==> src/verilog/bsw_pkg.sv <==
// constants shared by the backup module status word block
package bsw_pkg;

    // image table footprint of the module
    localparam int BSW_IMAGE_POINTS = 32;
    localparam int BSW_WORD_W = 16;
    localparam logic BSW_SEL_EXT = 1'h0;
    localparam logic BSW_SEL_CHAN = 1'h1;

    // extended status word fields (octal bit 10 is binary bit 8)
    localparam int BSW_EXT_BT_LSB = 0;
    localparam int BSW_EXT_BT_W = 8;
    localparam int BSW_EXT_PEER_OLD_BIT = 8;
    localparam int BSW_EXT_FAST_BIT = 9;
    localparam int BSW_EXT_RSV_LSB = 10;
    localparam int BSW_EXT_RSV_W = 4;
    localparam int BSW_EXT_SWDIAG_BIT = 14;
    localparam int BSW_EXT_EXPAN_BIT = 15;

    // channel status word fields
    localparam int BSW_CH_GROUP_W = 4;
    localparam int BSW_CH_SW_W = 3;
    localparam int BSW_CH_COUNT = 4;
    localparam int BSW_CH_BASE_FIRST = 2;
    localparam int BSW_CH_ERR_POS = 3;

    // block transfer system status word role bit
    localparam int BSW_SYS_ROLE_BIT = 14;

    // network node addresses
    localparam int BSW_NODE_W = 6;
    localparam logic [5:0] BSW_NODE_STEP = 6'h01;

    // reset values
    localparam logic [15:0] BSW_WORD_RST = 16'h0000;
    localparam logic [5:0] BSW_NODE_RST = 6'h00;

    // access point session states
    typedef enum logic [0:0] {
        BSW_SESS_IDLE,
        BSW_SESS_OPEN
    } bsw_sess_e;

endpackage

==> src/verilog/bsw_status_words.sv <==
// auxiliary status words, role bit and secondary access point of the backup module
// What this block does
// - one slot as 32-point module: two input and two output image words
// - all 32 output image bits are ignored; only input words carry data
// - extended word slot-mapped; low byte block-transfer use; octal 12-15 read zero
// - octal bit 10 set when partner module is older hardware revision
// - octal bit 11 shows fast mode; data valid per block, else per segment
// - octal bit 16 normally zero; one during switchover means replace module
// - octal bit 17 set when a backup expansion module is present
// - channel word at right-most slot of first group; channel config and errors
// - octal 10-17 base channels; 00-07 expansion channels, only when fitted
// - each nibble: three config switch states, top bit channel error
// - primary answers at node n+1 and relays to secondary processor
// - secondary module emulates network presence to its processor
// - access path carries programming only, one terminal at a time
// - remote program mode on primary forces a switchover
// - system status bit 14 is one on primary, zero on secondary
`timescale 1ns/1ps
module bsw_status_words
    import bsw_pkg::*;
(
    // clock and reset
    input wire logic clk_sys_in,
    input wire logic arst_n_in,
    // backplane image scan
    input wire logic scan_rd_in,
    input wire logic scan_word_sel_in,
    input wire logic scan_wr_in,
    input wire logic [BSW_WORD_W-1:0] scan_wr_data_in,
    output logic [BSW_WORD_W-1:0] scan_data_out,
    output logic scan_valid_out,
    // module state feeding the status words
    input wire logic [BSW_EXT_BT_W-1:0] bt_status_byte_in,
    input wire logic peer_old_rev_in,
    input wire logic fast_mode_in,
    input wire logic switchover_active_in,
    input wire logic hw_fault_in,
    input wire logic expansion_present_in,
    input wire logic [BSW_CH_COUNT*BSW_CH_SW_W-1:0] channel_config_switches_in,
    input wire logic [BSW_CH_COUNT-1:0] channel_error_in,
    input wire logic primary_role_in,
    // inter module link block events
    input wire logic block_rcvd_in,
    input wire logic segment_done_in,
    input wire logic last_block_read_in,
    output logic data_valid_out,
    output logic role_primary_out,
    // network access point
    input wire logic [BSW_NODE_W-1:0] node_addr_in,
    input wire logic net_rx_valid_in,
    input wire logic [BSW_NODE_W-1:0] net_rx_dest_in,
    input wire logic [BSW_NODE_W-1:0] net_rx_src_in,
    input wire logic net_rx_is_prog_in,
    input wire logic net_rx_end_in,
    output logic net_relay_out,
    output logic net_reject_out,
    output logic presence_emul_out,
    // processor mode
    input wire logic remote_prog_req_in,
    output logic switchover_req_out
);

    typedef struct packed {
        logic [BSW_WORD_W-1:0] ext_word;
        logic [BSW_WORD_W-1:0] chan_word;
        logic [BSW_WORD_W-1:0] scan_data;
        logic scan_valid;
        logic swdiag;
        logic data_valid;
        logic role_primary;
        bsw_sess_e sess;
        logic [BSW_NODE_W-1:0] sess_owner;
        logic relay;
        logic reject;
        logic presence;
        logic switchover_req;
    } bsw_state_s;

    bsw_state_s state_reg;
    bsw_state_s state_next;

    // the access node wraps past the top address, as node numbers do on the network
    logic [BSW_NODE_W-1:0] access_node;
    logic to_access_node;
    logic owner_match;
    wire logic [BSW_WORD_W-1:0] chan_live;

    // one nibble per channel, order 2B,2A,1B,1A from low to high
    // the expansion pair reads zero while its module is absent, so stale switches never show
    for (genvar ch = 0; ch < BSW_CH_COUNT; ch++) begin : g_chan
        logic fitted;
        assign fitted = (ch >= BSW_CH_BASE_FIRST) || expansion_present_in;
        assign chan_live[ch*BSW_CH_GROUP_W +: BSW_CH_SW_W] =
            fitted ? channel_config_switches_in[ch*BSW_CH_SW_W +: BSW_CH_SW_W] : '0;
        assign chan_live[ch*BSW_CH_GROUP_W + BSW_CH_ERR_POS] =
            fitted && channel_error_in[ch];
    end

    always_comb begin
        state_next = state_reg;
        access_node = node_addr_in + BSW_NODE_STEP;
        to_access_node = net_rx_valid_in && (net_rx_dest_in == access_node);
        owner_match = (net_rx_src_in == state_reg.sess_owner);

        // extended status word rebuilt every cycle from live state
        // octal image bits 10..17 sit on binary bits 8..15 of the word
        state_next.ext_word = BSW_WORD_RST;
        state_next.ext_word[BSW_EXT_BT_LSB +: BSW_EXT_BT_W] = bt_status_byte_in;
        state_next.ext_word[BSW_EXT_PEER_OLD_BIT] = peer_old_rev_in;
        state_next.ext_word[BSW_EXT_FAST_BIT] = fast_mode_in;
        state_next.ext_word[BSW_EXT_RSV_LSB +: BSW_EXT_RSV_W] = '0;
        state_next.ext_word[BSW_EXT_EXPAN_BIT] = expansion_present_in;

        // the diagnostic stays caught for the whole switchover so a scan cannot miss it
        // outside a switchover the bit carries no meaning, so it is cleared there
        if (!switchover_active_in) begin
            state_next.swdiag = 1'b0;
        end else if (hw_fault_in) begin
            state_next.swdiag = 1'b1;
        end
        state_next.ext_word[BSW_EXT_SWDIAG_BIT] = state_reg.swdiag;

        // channel word comes from the per-channel nibbles built above
        state_next.chan_word = chan_live;

        // image scan: one word per request, output image writes fall away
        // scan_data keeps the last word read until the next request
        state_next.scan_valid = scan_rd_in;
        if (scan_rd_in) begin
            if (scan_word_sel_in == BSW_SEL_CHAN) begin
                state_next.scan_data = state_reg.chan_word;
            end else begin
                state_next.scan_data = state_reg.ext_word;
            end
        end

        // data valid: per block in fast mode, per whole segment otherwise
        // a set and a last-block read in one cycle keep the bit up, so no block is lost
        if (block_rcvd_in && fast_mode_in) begin
            state_next.data_valid = 1'b1;
        end else if (segment_done_in && !fast_mode_in) begin
            state_next.data_valid = 1'b1;
        end else if (last_block_read_in) begin
            state_next.data_valid = 1'b0;
        end

        // the role bit is the first thing each processor reads at start-up
        // the cut-off secondary processor is kept believing it sits on the network
        state_next.role_primary = primary_role_in;
        state_next.presence = !primary_role_in;

        // access point: programming traffic only, one terminal owns the session
        // no session timeout: a terminal that vanishes holds the path until its end frame or until the module loses the primary role
        state_next.relay = 1'b0;
        state_next.reject = 1'b0;
        if (!primary_role_in) begin
            state_next.sess = BSW_SESS_IDLE;
        end else if (to_access_node) begin
            unique case (state_reg.sess)
                BSW_SESS_IDLE: begin
                    if (net_rx_is_prog_in && !net_rx_end_in) begin
                        state_next.relay = 1'b1;
                        state_next.sess = BSW_SESS_OPEN;
                        state_next.sess_owner = net_rx_src_in;
                    end else begin
                        state_next.reject = 1'b1;
                    end
                end
                BSW_SESS_OPEN: begin
                    if (net_rx_is_prog_in && owner_match) begin
                        state_next.relay = 1'b1;
                        if (net_rx_end_in) begin
                            state_next.sess = BSW_SESS_IDLE;
                        end
                    end else begin
                        state_next.reject = 1'b1;
                    end
                end
            endcase
        end

        // remote program on the primary hands control to the partner
        state_next.switchover_req = remote_prog_req_in && primary_role_in;
    end

    // every output leaves a flip-flop, so a scanned word is two edges behind its inputs, the diagnostic bit three
    always_ff @(posedge clk_sys_in or negedge arst_n_in) begin
        if (!arst_n_in) begin
            state_reg <= '{
                ext_word: BSW_WORD_RST,
                chan_word: BSW_WORD_RST,
                scan_data: BSW_WORD_RST,
                scan_valid: 1'b0,
                swdiag: 1'b0,
                data_valid: 1'b0,
                role_primary: 1'b0,
                sess: BSW_SESS_IDLE,
                sess_owner: BSW_NODE_RST,
                relay: 1'b0,
                reject: 1'b0,
                presence: 1'b0,
                switchover_req: 1'b0
            };
        end else begin
            state_reg <= state_next;
        end
    end

    // scan_wr_in and scan_wr_data_in are deliberately unused: output image is reserved
    assign scan_data_out = state_reg.scan_data;
    assign scan_valid_out = state_reg.scan_valid;
    assign data_valid_out = state_reg.data_valid;
    assign role_primary_out = state_reg.role_primary;
    assign net_relay_out = state_reg.relay;
    assign net_reject_out = state_reg.reject;
    assign presence_emul_out = state_reg.presence;
    assign switchover_req_out = state_reg.switchover_req;

endmodule

==> config.mk <==
export PLATFORM = sky130hd
export DESIGN_NAME = bsw_status_words
export DESIGN_NICKNAME = d
export VERILOG_FILES = /design/src/verilog/bsw_pkg.sv /design/src/verilog/bsw_status_words.sv
export SDC_FILE = /design/constraint.sdc
export NUM_CORES = 1
export LEC_CHECK = 0
export ABC_AREA = 0
export BUFFER_PORTS_ARGS = -buffer_cell sky130_fd_sc_hd__buf_4
export CORE_MARGIN = 3
export CORE_UTILIZATION = 43
export DETAILED_ROUTE_END_ITERATION = 12
export GPL_TIMING_DRIVEN = 0
export PLACE_DENSITY = 0.8
export SLEW_MARGIN = 0
export SYNTH_ARGS = -nofsm -noshare
export SYNTH_HDL_FRONTEND = slang
export SYNTH_SLANG_ARGS = --single-unit
==> constraint.sdc <==
create_clock -name clk_sys_in -period 1.4 [get_ports clk_sys_in]
set_clock_uncertainty 0.1 [all_clocks]
set_input_delay 0.21 -clock clk_sys_in [delete_from_list [all_inputs] [get_ports clk_sys_in]]
set_output_delay 0.21 -clock clk_sys_in [all_outputs]
set_load 0.005 [all_outputs]
# Word level (Yosys, flattened, before mapping)
# Cells that the tools add are included.
totals:
  regBits: 59
  input_bits: 76
  out_inout_bits: 23
  wordCells: 52
classes:
  addsub: 1
  n_eq_ne: 4
  muxes: 20
  bitwise_logic: 1
  reduce_logical: 13
op_table:
  columns: ["cell", "n"]
  rows:
  - ["$mux 16", 1]
  - ["$eq 6x6->1", 2]
  - ["$mux 1", 11]
  - ["$mux 9", 1]
  - ["$logic_and 1x1->1", 8]
  - ["$mux 8", 1]
  - ["$add 6x1->6 const B", 1]
  - ["$mux 3", 2]
  - ["$mux 6", 1]
  - ["$ne 2x1->1 const B", 2]
  - ["$pmux 2 s2", 1]
  - ["$reduce_and 4->1", 1]
  - ["$logic_not 1->1", 3]
  - ["$reduce_bool 3->1", 1]
  - ["$mux 2", 1]
  - ["$pmux 1 s2", 1]
  - ["$not 1->1", 1]

# Logic depth before layout (Yosys ltp)
# Gate-level depths: netlist of run 1.
logic_depth:
  word_depth: 6
  mapped_depth: 7

# Worst setup path before layout of run 1
# Ideal clock, no wire load.
synth_path:
  kind: "input to register"
  from: "in node_addr_in[0]"
  to: "reg state_reg[4] (netlist name)"
  arrival_ns: 1.624
  path_slack_ns: -0.449
  stages: 7
  n_path_buf: 1
  cell_sequence: "ha_1 xnor2_1 nand3_1 a211oi_2 and4_1 buf_6 mux2_4"
synth_via:
  elab_chain_len: 4
synth_lines:
  columns: ["element", "line_no", "text"]
  rows:
  - ["start: declaration", "bsw_status_words.sv:49", "input wire logic [BSW_NODE_W-1:0] node_addr_in,"]
  - ["$add 6x1->6", "bsw_status_words.sv:101", "access_node = node_addr_in + BSW_NODE_STEP;"]
  - ["$eq 6x6->1", "bsw_status_words.sv:102", "to_access_node = net_rx_valid_in && (net_rx_dest_in == access_node);"]
  - ["$logic_and 1x1->1", "bsw_status_words.sv:102", null]
  - ["$reduce_and 4->1 (no line)", null, null]
  - ["end signal: assignment", "bsw_status_words.sv:189", "state_reg <= '{"]
  - ["end signal: assignment", "bsw_status_words.sv:205", "state_reg <= state_next;"]
  - ["end: declaration", "bsw_status_words.sv:79", "bsw_state_s state_reg;"]
# No other way between the ends.
# A chain may end at the register's enable or synchronous reset.

# Worst setup path in the final report of run 1
layout_path:
  from: "in node_addr_in[2]"
  to: "reg state_reg[9] (netlist name)"
# The elaborated chain is that of the path after synthesis.

==> run summary, run 1 <==
number of synthesized register bits = 59
I/O Pins = 99
RR Endpoint = state_reg[9]$_DFFE_PN0P_
WP data required = 1520 ps
clk sinks = 59
share of layout cells above drive strength 1 = 40.3%
die width = 80.6 um
WP data arrival = 1760 ps
Area after DPL = 3080 um2
Fin Setup TNS = -1400 ps
syn avg cell area = 12.5 um2
critical path startpoint = node_addr_in[2]
Max Slew Vio Count = 0
post-route cell area = 3690 um2
commonest non-fill, non-tap cell in the layout = buf_4
CP Capture Type = register
share of the synthesized area in the top cell type = 61.7%
Max Cap Viol = 0
Reg2Reg Depth = 4
DR WL/cell = 14.2 um
fin nets = 392
CTS Buf Count = 9
grt total ovfl = 0
multi-input logic area = 792 um2
setup violators final = 7
Die Y-Extent = 80.6 um
CP Capture Point = state_reg[9]$_DFFE_PN0P_
FILL cells = 385
Clk pin slew, worst setup/hold paths = 70 ps
Final GP Congestion = 0.701
critical path fanouts, max = 6
die area = 6490 um2
Synth area leader = dfrtp_1
vias per std cell = 4.57
met1 Use GR = 17.1%
synthesized netlist cell count = 191
final hold violations = 0
TritonRoute pass-1 iters = 4
Top FF cell, synth = dfrtp_1
max reg flops = 35
DRC = 0
Root Driver = clkbuf_8
asr flop ratio synth = 100%
CTS tree = done
Worst Hold Class = input pin to register
hold path cells = 2
GR Layer Usage met3 = 7.17%
ranking of synthesized cells by area = dfrtp_1 62%, mux2i_1 5.4%, buf_4 5.0%, mux2_4 3.8%, xnor2_1 2.9%
area delta synth->final = 54.4%
fmax = 610 MHz
Tot GR Track Use = 18.3%
routed vias = 1782
Initial Util = 45.7%
row count = 26
post-synthesis cell area = 2390 um2
unrepaired setup endpoints after global routing = yes
Crit Path Class = input pin to register
Core Footprint = 5240 um2
DRT iter0 DRCs = 62
clock latency on the worst-skew pair = 340 ps
status = complete, but fails checks
RR Startpoint = state_reg[10]$_DFFE_PN0P_
Seq/Total Area, Yosys = 61.7%
number of synthesized flops with an enable pin = 0
Worst VDD drop = 0.633 mV
Setup crit start kind = input pin
most frequent cells in the layout = 94 x buf_4, 59 x dfrtp_1, 31 x dlygate4sd3_1, 13 x mux2i_1
R2R setup slack = -60 ps
Period minus WS final = 1640 ps
final antenna-violating net count = 0
final setup margin = -239 ps
first-pass GRT wire length = 8610 um
FF/Latch Area = 1480 um2
HPWL Detailed = 3540 um
final worst-path cycle share = 117%
violated checks = setup timing
vias in the first global route = 1930
Buffers on Ports = 80
Relative slew margins = 51.6%
H-tree depth = 3
largest net degree at the start of global routing = 60
Syn. warnings = 0
met2 Use GR = 35.5%
drt total wl = 5560 um
Synth cell types = 32
GR peak layer = met2
initial antenna violation count = 0
PD cells = 1120 nW/um2
Inserted Diodes = 0
actual slew at the worst max-slew pin = 725 ps
maximum buffer depth of the clock tree = 2
leak pwr = 1.80 nW
Syn Nets = 268
## report_power, final
part / switching (W) / internal [W]
combinational: 0.000242 / 0.000404
clock: 0.000636 / 0.000989
sequential: 0.0000524 / 0.00182
total: 0.000931 / 0.00321
## critical path: stages
cell     delay [ps]
buf_4           100
and2b_1         190
or3_4           400
a31oi_4         190
and4_1          220
buf_6           140
mux2_4          310
## area by class of cell
cell class	count	area share, %
sequential	59	40.0
timing repair buffer	113	25.6
multi-input combinational	102	21.5
buffer	22	4.14
clock buffer	10	3.46
tap	70	2.37
clock inverter	6	2.17
inverter	8	0.814
## synth_stat cells (3+ instances only)
master	number
a21oi_1	12
inv_1	8
buf_4	16
and2_1	10
clkbuf_1	4
nor2_1	12
o21ai_0	6
mux2_4	6
nand3_1	8
xor2_1	4
mux2i_1	13
dfrtp_1	59
nand2_1	3
xnor2_1	8
## metal layers
layer	part of all wire, %	wire (um)
met3	6.2	343
met2	58	3220
met4	1.5	86
met1	34	1900
met5	0	0
## what timing repair did
action                                 in CTS  in global routing
endpoints found under the hold margin      89                  1
pin swaps                                   6                  6
setup buffers                               1                  1
resized for setup                           5                  9
hold buffers                               30                  1
setup endpoints to repair                   9                 18
## worst min path at each step
| stage | startpoint | endpoint | slack [ps] |
|---|---|---|---|
| after floorplan | arst_n_in | data_valid_out$_DFFE_PN0P_ | -190 |
| after global placement | arst_n_in | scan_data_out[11]$_DFFE_PN0P_ | 210 |
| after detailed placement | arst_n_in | scan_data_out[11]$_DFFE_PN0P_ | 220 |
| after CTS | switchover_active_in | state_next[61]$_DFFE_PN0P_ | 1 |
| after global routing | switchover_active_in | state_next[61]$_DFFE_PN0P_ | 1 |
| final | switchover_active_in | state_next[61]$_DFFE_PN0P_ | 2 |
## kinds of logic (layout without fill, tap and decap cells)
group,Yosys count,in the layout,synth area share (%)
DFF,59,59,61.7
adders and majority gates,1,1,0.523
xor gates and xnor gates,12,12,4.40
AOI/OAI and AO/OA,25,25,6.49
buffers and inverters,30,159,7.54
muxes,19,19,9.21
and+or+nand+nor,45,45,10.1
## per-stage QoR
step	util (%)	total power (W)	std cells	setup slack, ps	hold slack [ps]
3_5_place_dp	58.8	0.00243	341	-680	220
5_1_grt	70.5	0.00433	390	-264	0.989
6_report	70.5	0.00414	390	-239	2.05
2_1_floorplan	-	0.00212	191	-410	-186
4_1_cts	69.3	0.00414	388	-228	0.980
3_3_place_gp	58.8	0.00241	341	-670	210
Power figures use the tool's default switching activity.
==> inputs of run 2 (changes only) <==
--- a/config.mk
+++ b/config.mk
@@ -8,10 +8,10 @@
 export ABC_AREA = 0
 export BUFFER_PORTS_ARGS = -buffer_cell sky130_fd_sc_hd__buf_4
 export CORE_MARGIN = 3
-export CORE_UTILIZATION = 43
+export CORE_UTILIZATION = 31
 export DETAILED_ROUTE_END_ITERATION = 12
 export GPL_TIMING_DRIVEN = 0
-export PLACE_DENSITY = 0.8
+export PLACE_DENSITY = 0.62
 export SLEW_MARGIN = 0
 export SYNTH_ARGS = -nofsm -noshare
 export SYNTH_HDL_FRONTEND = slang
==> run summary, run 2 (synthesized netlist as in run 1, its figures left out) <==
Max stage delay cell, worst path = or3_4
I/O Pins = 99
FILL cells = 668
final worst-path cycle share = 113%
die width = 93.8 um
multi-input logic area = 790 um2
routed vias = 1817
commonest non-fill, non-tap cell in the layout = buf_4
non-filler cells, final = 426
maximum buffer depth of the clock tree = 2
Crit Path Class = input pin to register
CP Capture Type = register
Placed Instances = 370
Max Cap Viol = 0
RR Startpoint = state_reg[10]$_DFFE_PN0P_
CTS tree = done
Fin Setup TNS = -1050 ps
Psw = 0.000923 W
FF/Latch Area = 1480 um2
grt total ovfl = 0
Core Util, Final = 51.5%
actual slew at the worst max-slew pin = 734 ps
logic gate share of total power = 15.8%
fmax = 632 MHz
Max Slew Vio Count = 0
part of the power in registers = 45.3%
critical path fanouts, max = 6
largest net degree at the start of global routing = 60
final hold violations = 0
drt total wl = 5460 um
CP Cell Sequence = buf_6, xnor2_2, or3_4, a211oi_2, and4_1, buf_6, mux2_4
die area = 8800 um2
Worst Hold End = state_reg[8]$_DFFE_PN0P_
row count = 31
Most common cell on crit path = buf_6
Relative slew margins = 51.1%
DR WL/cell = 12.8 um
WP data required = 1510 ps
final antenna-violating net count = 0
initial antenna violation count = 0
Worst Hold Class = input pin to register
violated checks = setup timing
area delta synth->final = 58.8%
DRT iter0 DRCs = 44
Core Footprint = 7370 um2
clock latency on the worst-skew pair = 320 ps
Tot GR Track Use = 13.2%
final setup margin = -182 ps
CTS Buf Count = 9
Initial Util = 32.4%
Reg2Reg Depth = 4
Final GP Congestion = 0.701
Root Driver = clkbuf_8
clock share of power = 38.9%
largest stage delay on the critical path = 330 ps
clk sinks = 59
Die Y-Extent = 93.8 um
unrepaired setup endpoints after global routing = yes
TritonRoute pass-1 iters = 4
first-pass GRT wire length = 8840 um
critical path startpoint = node_addr_in[5]
vias in the first global route = 1923
HP Start = net_rx_src_in[4]
PD cells = 1080 nW/um2
Period minus WS final = 1580 ps
hold path cells = 2
Setup crit start kind = input pin
most frequent cells in the layout = 96 x buf_4, 59 x dfrtp_1, 36 x dlygate4sd3_1, 13 x mux2i_1
Clk pin slew, worst setup/hold paths = 60 ps
max reg flops = 35
H-tree depth = 3
Buffers on Ports = 80
HPWL Detailed = 3450 um
post-route cell area = 3800 um2
Area after DPL = 3120 um2
vias per std cell = 4.27
status = complete, but fails checks
setup violators final = 6
Int Pwr = 0.00319 W
R2R setup slack = -100 ps
Worst VDD drop = 0.388 mV
Inserted Diodes = 0
WP data arrival = 1690 ps
switching share of power = 22.5%
DRC = 0
fin nets = 399
RR Endpoint = state_reg[7]$_DFFE_PN0P_
leak pwr = 1.83 nW
share of layout cells above drive strength 1 = 41.9%
[run 2: repair_timing]
| item | 4_1_cts | 5_1_grt |
|---|---|---|
| gates resized for setup | 8 | 10 |
| pin swaps | 6 | 6 |
| hold buffers | 36 | 1 |
| endpoints found under the hold margin | 93 | 1 |
| buffers inserted | 2 | 2 |
| setup endpoints to repair | 9 | 20 |
[run 2: power groups by stage]
| stage | clock network, W | logic (W) | registers (W) |
|---|---|---|---|
| detailed placement | 0 | 0.000536 | 0.00189 |
| global placement | 0 | 0.000529 | 0.00189 |
| floorplan | 0 | 0.000241 | 0.00188 |
| global route | 0.00174 | 0.000713 | 0.00187 |
| CTS | 0.00165 | 0.000643 | 0.00186 |
| finish | 0.00160 | 0.000649 | 0.00186 |
[run 2: through the flow]
step | hold slack [ps] | power [W] | setup WS, ps
after floorplan | -186 | 0.00212 | -410
after global placement | 220 | 0.00242 | -700
after detailed placement | 220 | 0.00243 | -684
after CTS | 1.08 | 0.00416 | -190
after global routing | 3.44 | 0.00432 | -209
final | 31.1 | 0.00411 | -182
[run 2: how the worst max path moves through the flow]
stage	to	slack, ps
after detailed placement	state_reg[8]$_DFFE_PN0P_	-680
after global routing	state_reg[9]$_DFFE_PN0P_	-210
after CTS	state_reg[7]$_DFFE_PN0P_	-190
after global placement	state_reg[7]$_DFFE_PN0P_	-700
final	state_reg[7]$_DFFE_PN0P_	-180
after floorplan	state_reg[4]$_DFFE_PN0P_	-410
[run 2: cell type report]
cell class                      instances  area share, %
Buffer                                 22           4.05
Clock buffer                           12           4.35
Clock inverter                          4           1.25
Inverter                                8          0.791
Multi-Input combinational cell        102           20.8
Sequential cell                        59           38.9
Tap cell                               99           3.26
Timing Repair Buffer                  120           26.6
[run 2: worst max-delay path: cells and delay by family]
kind / cells / cell delay, ps
and+or+nand+nor: 2 / 560
muxes: 1 / 300
AOI/OAI and AO/OA: 1 / 250
buffers and inverters: 2 / 230
xor gates and xnor gates: 1 / 120
[run 2: routing by layer]
metal  vias up  wire, um  global-route usage (%)
met3        10       347                    4.17
met2        64      2760                    21.9
met1       857      2270                    15.1
met4         0        80                    6.86
li1        886         -                       -
met5         -         0                       0
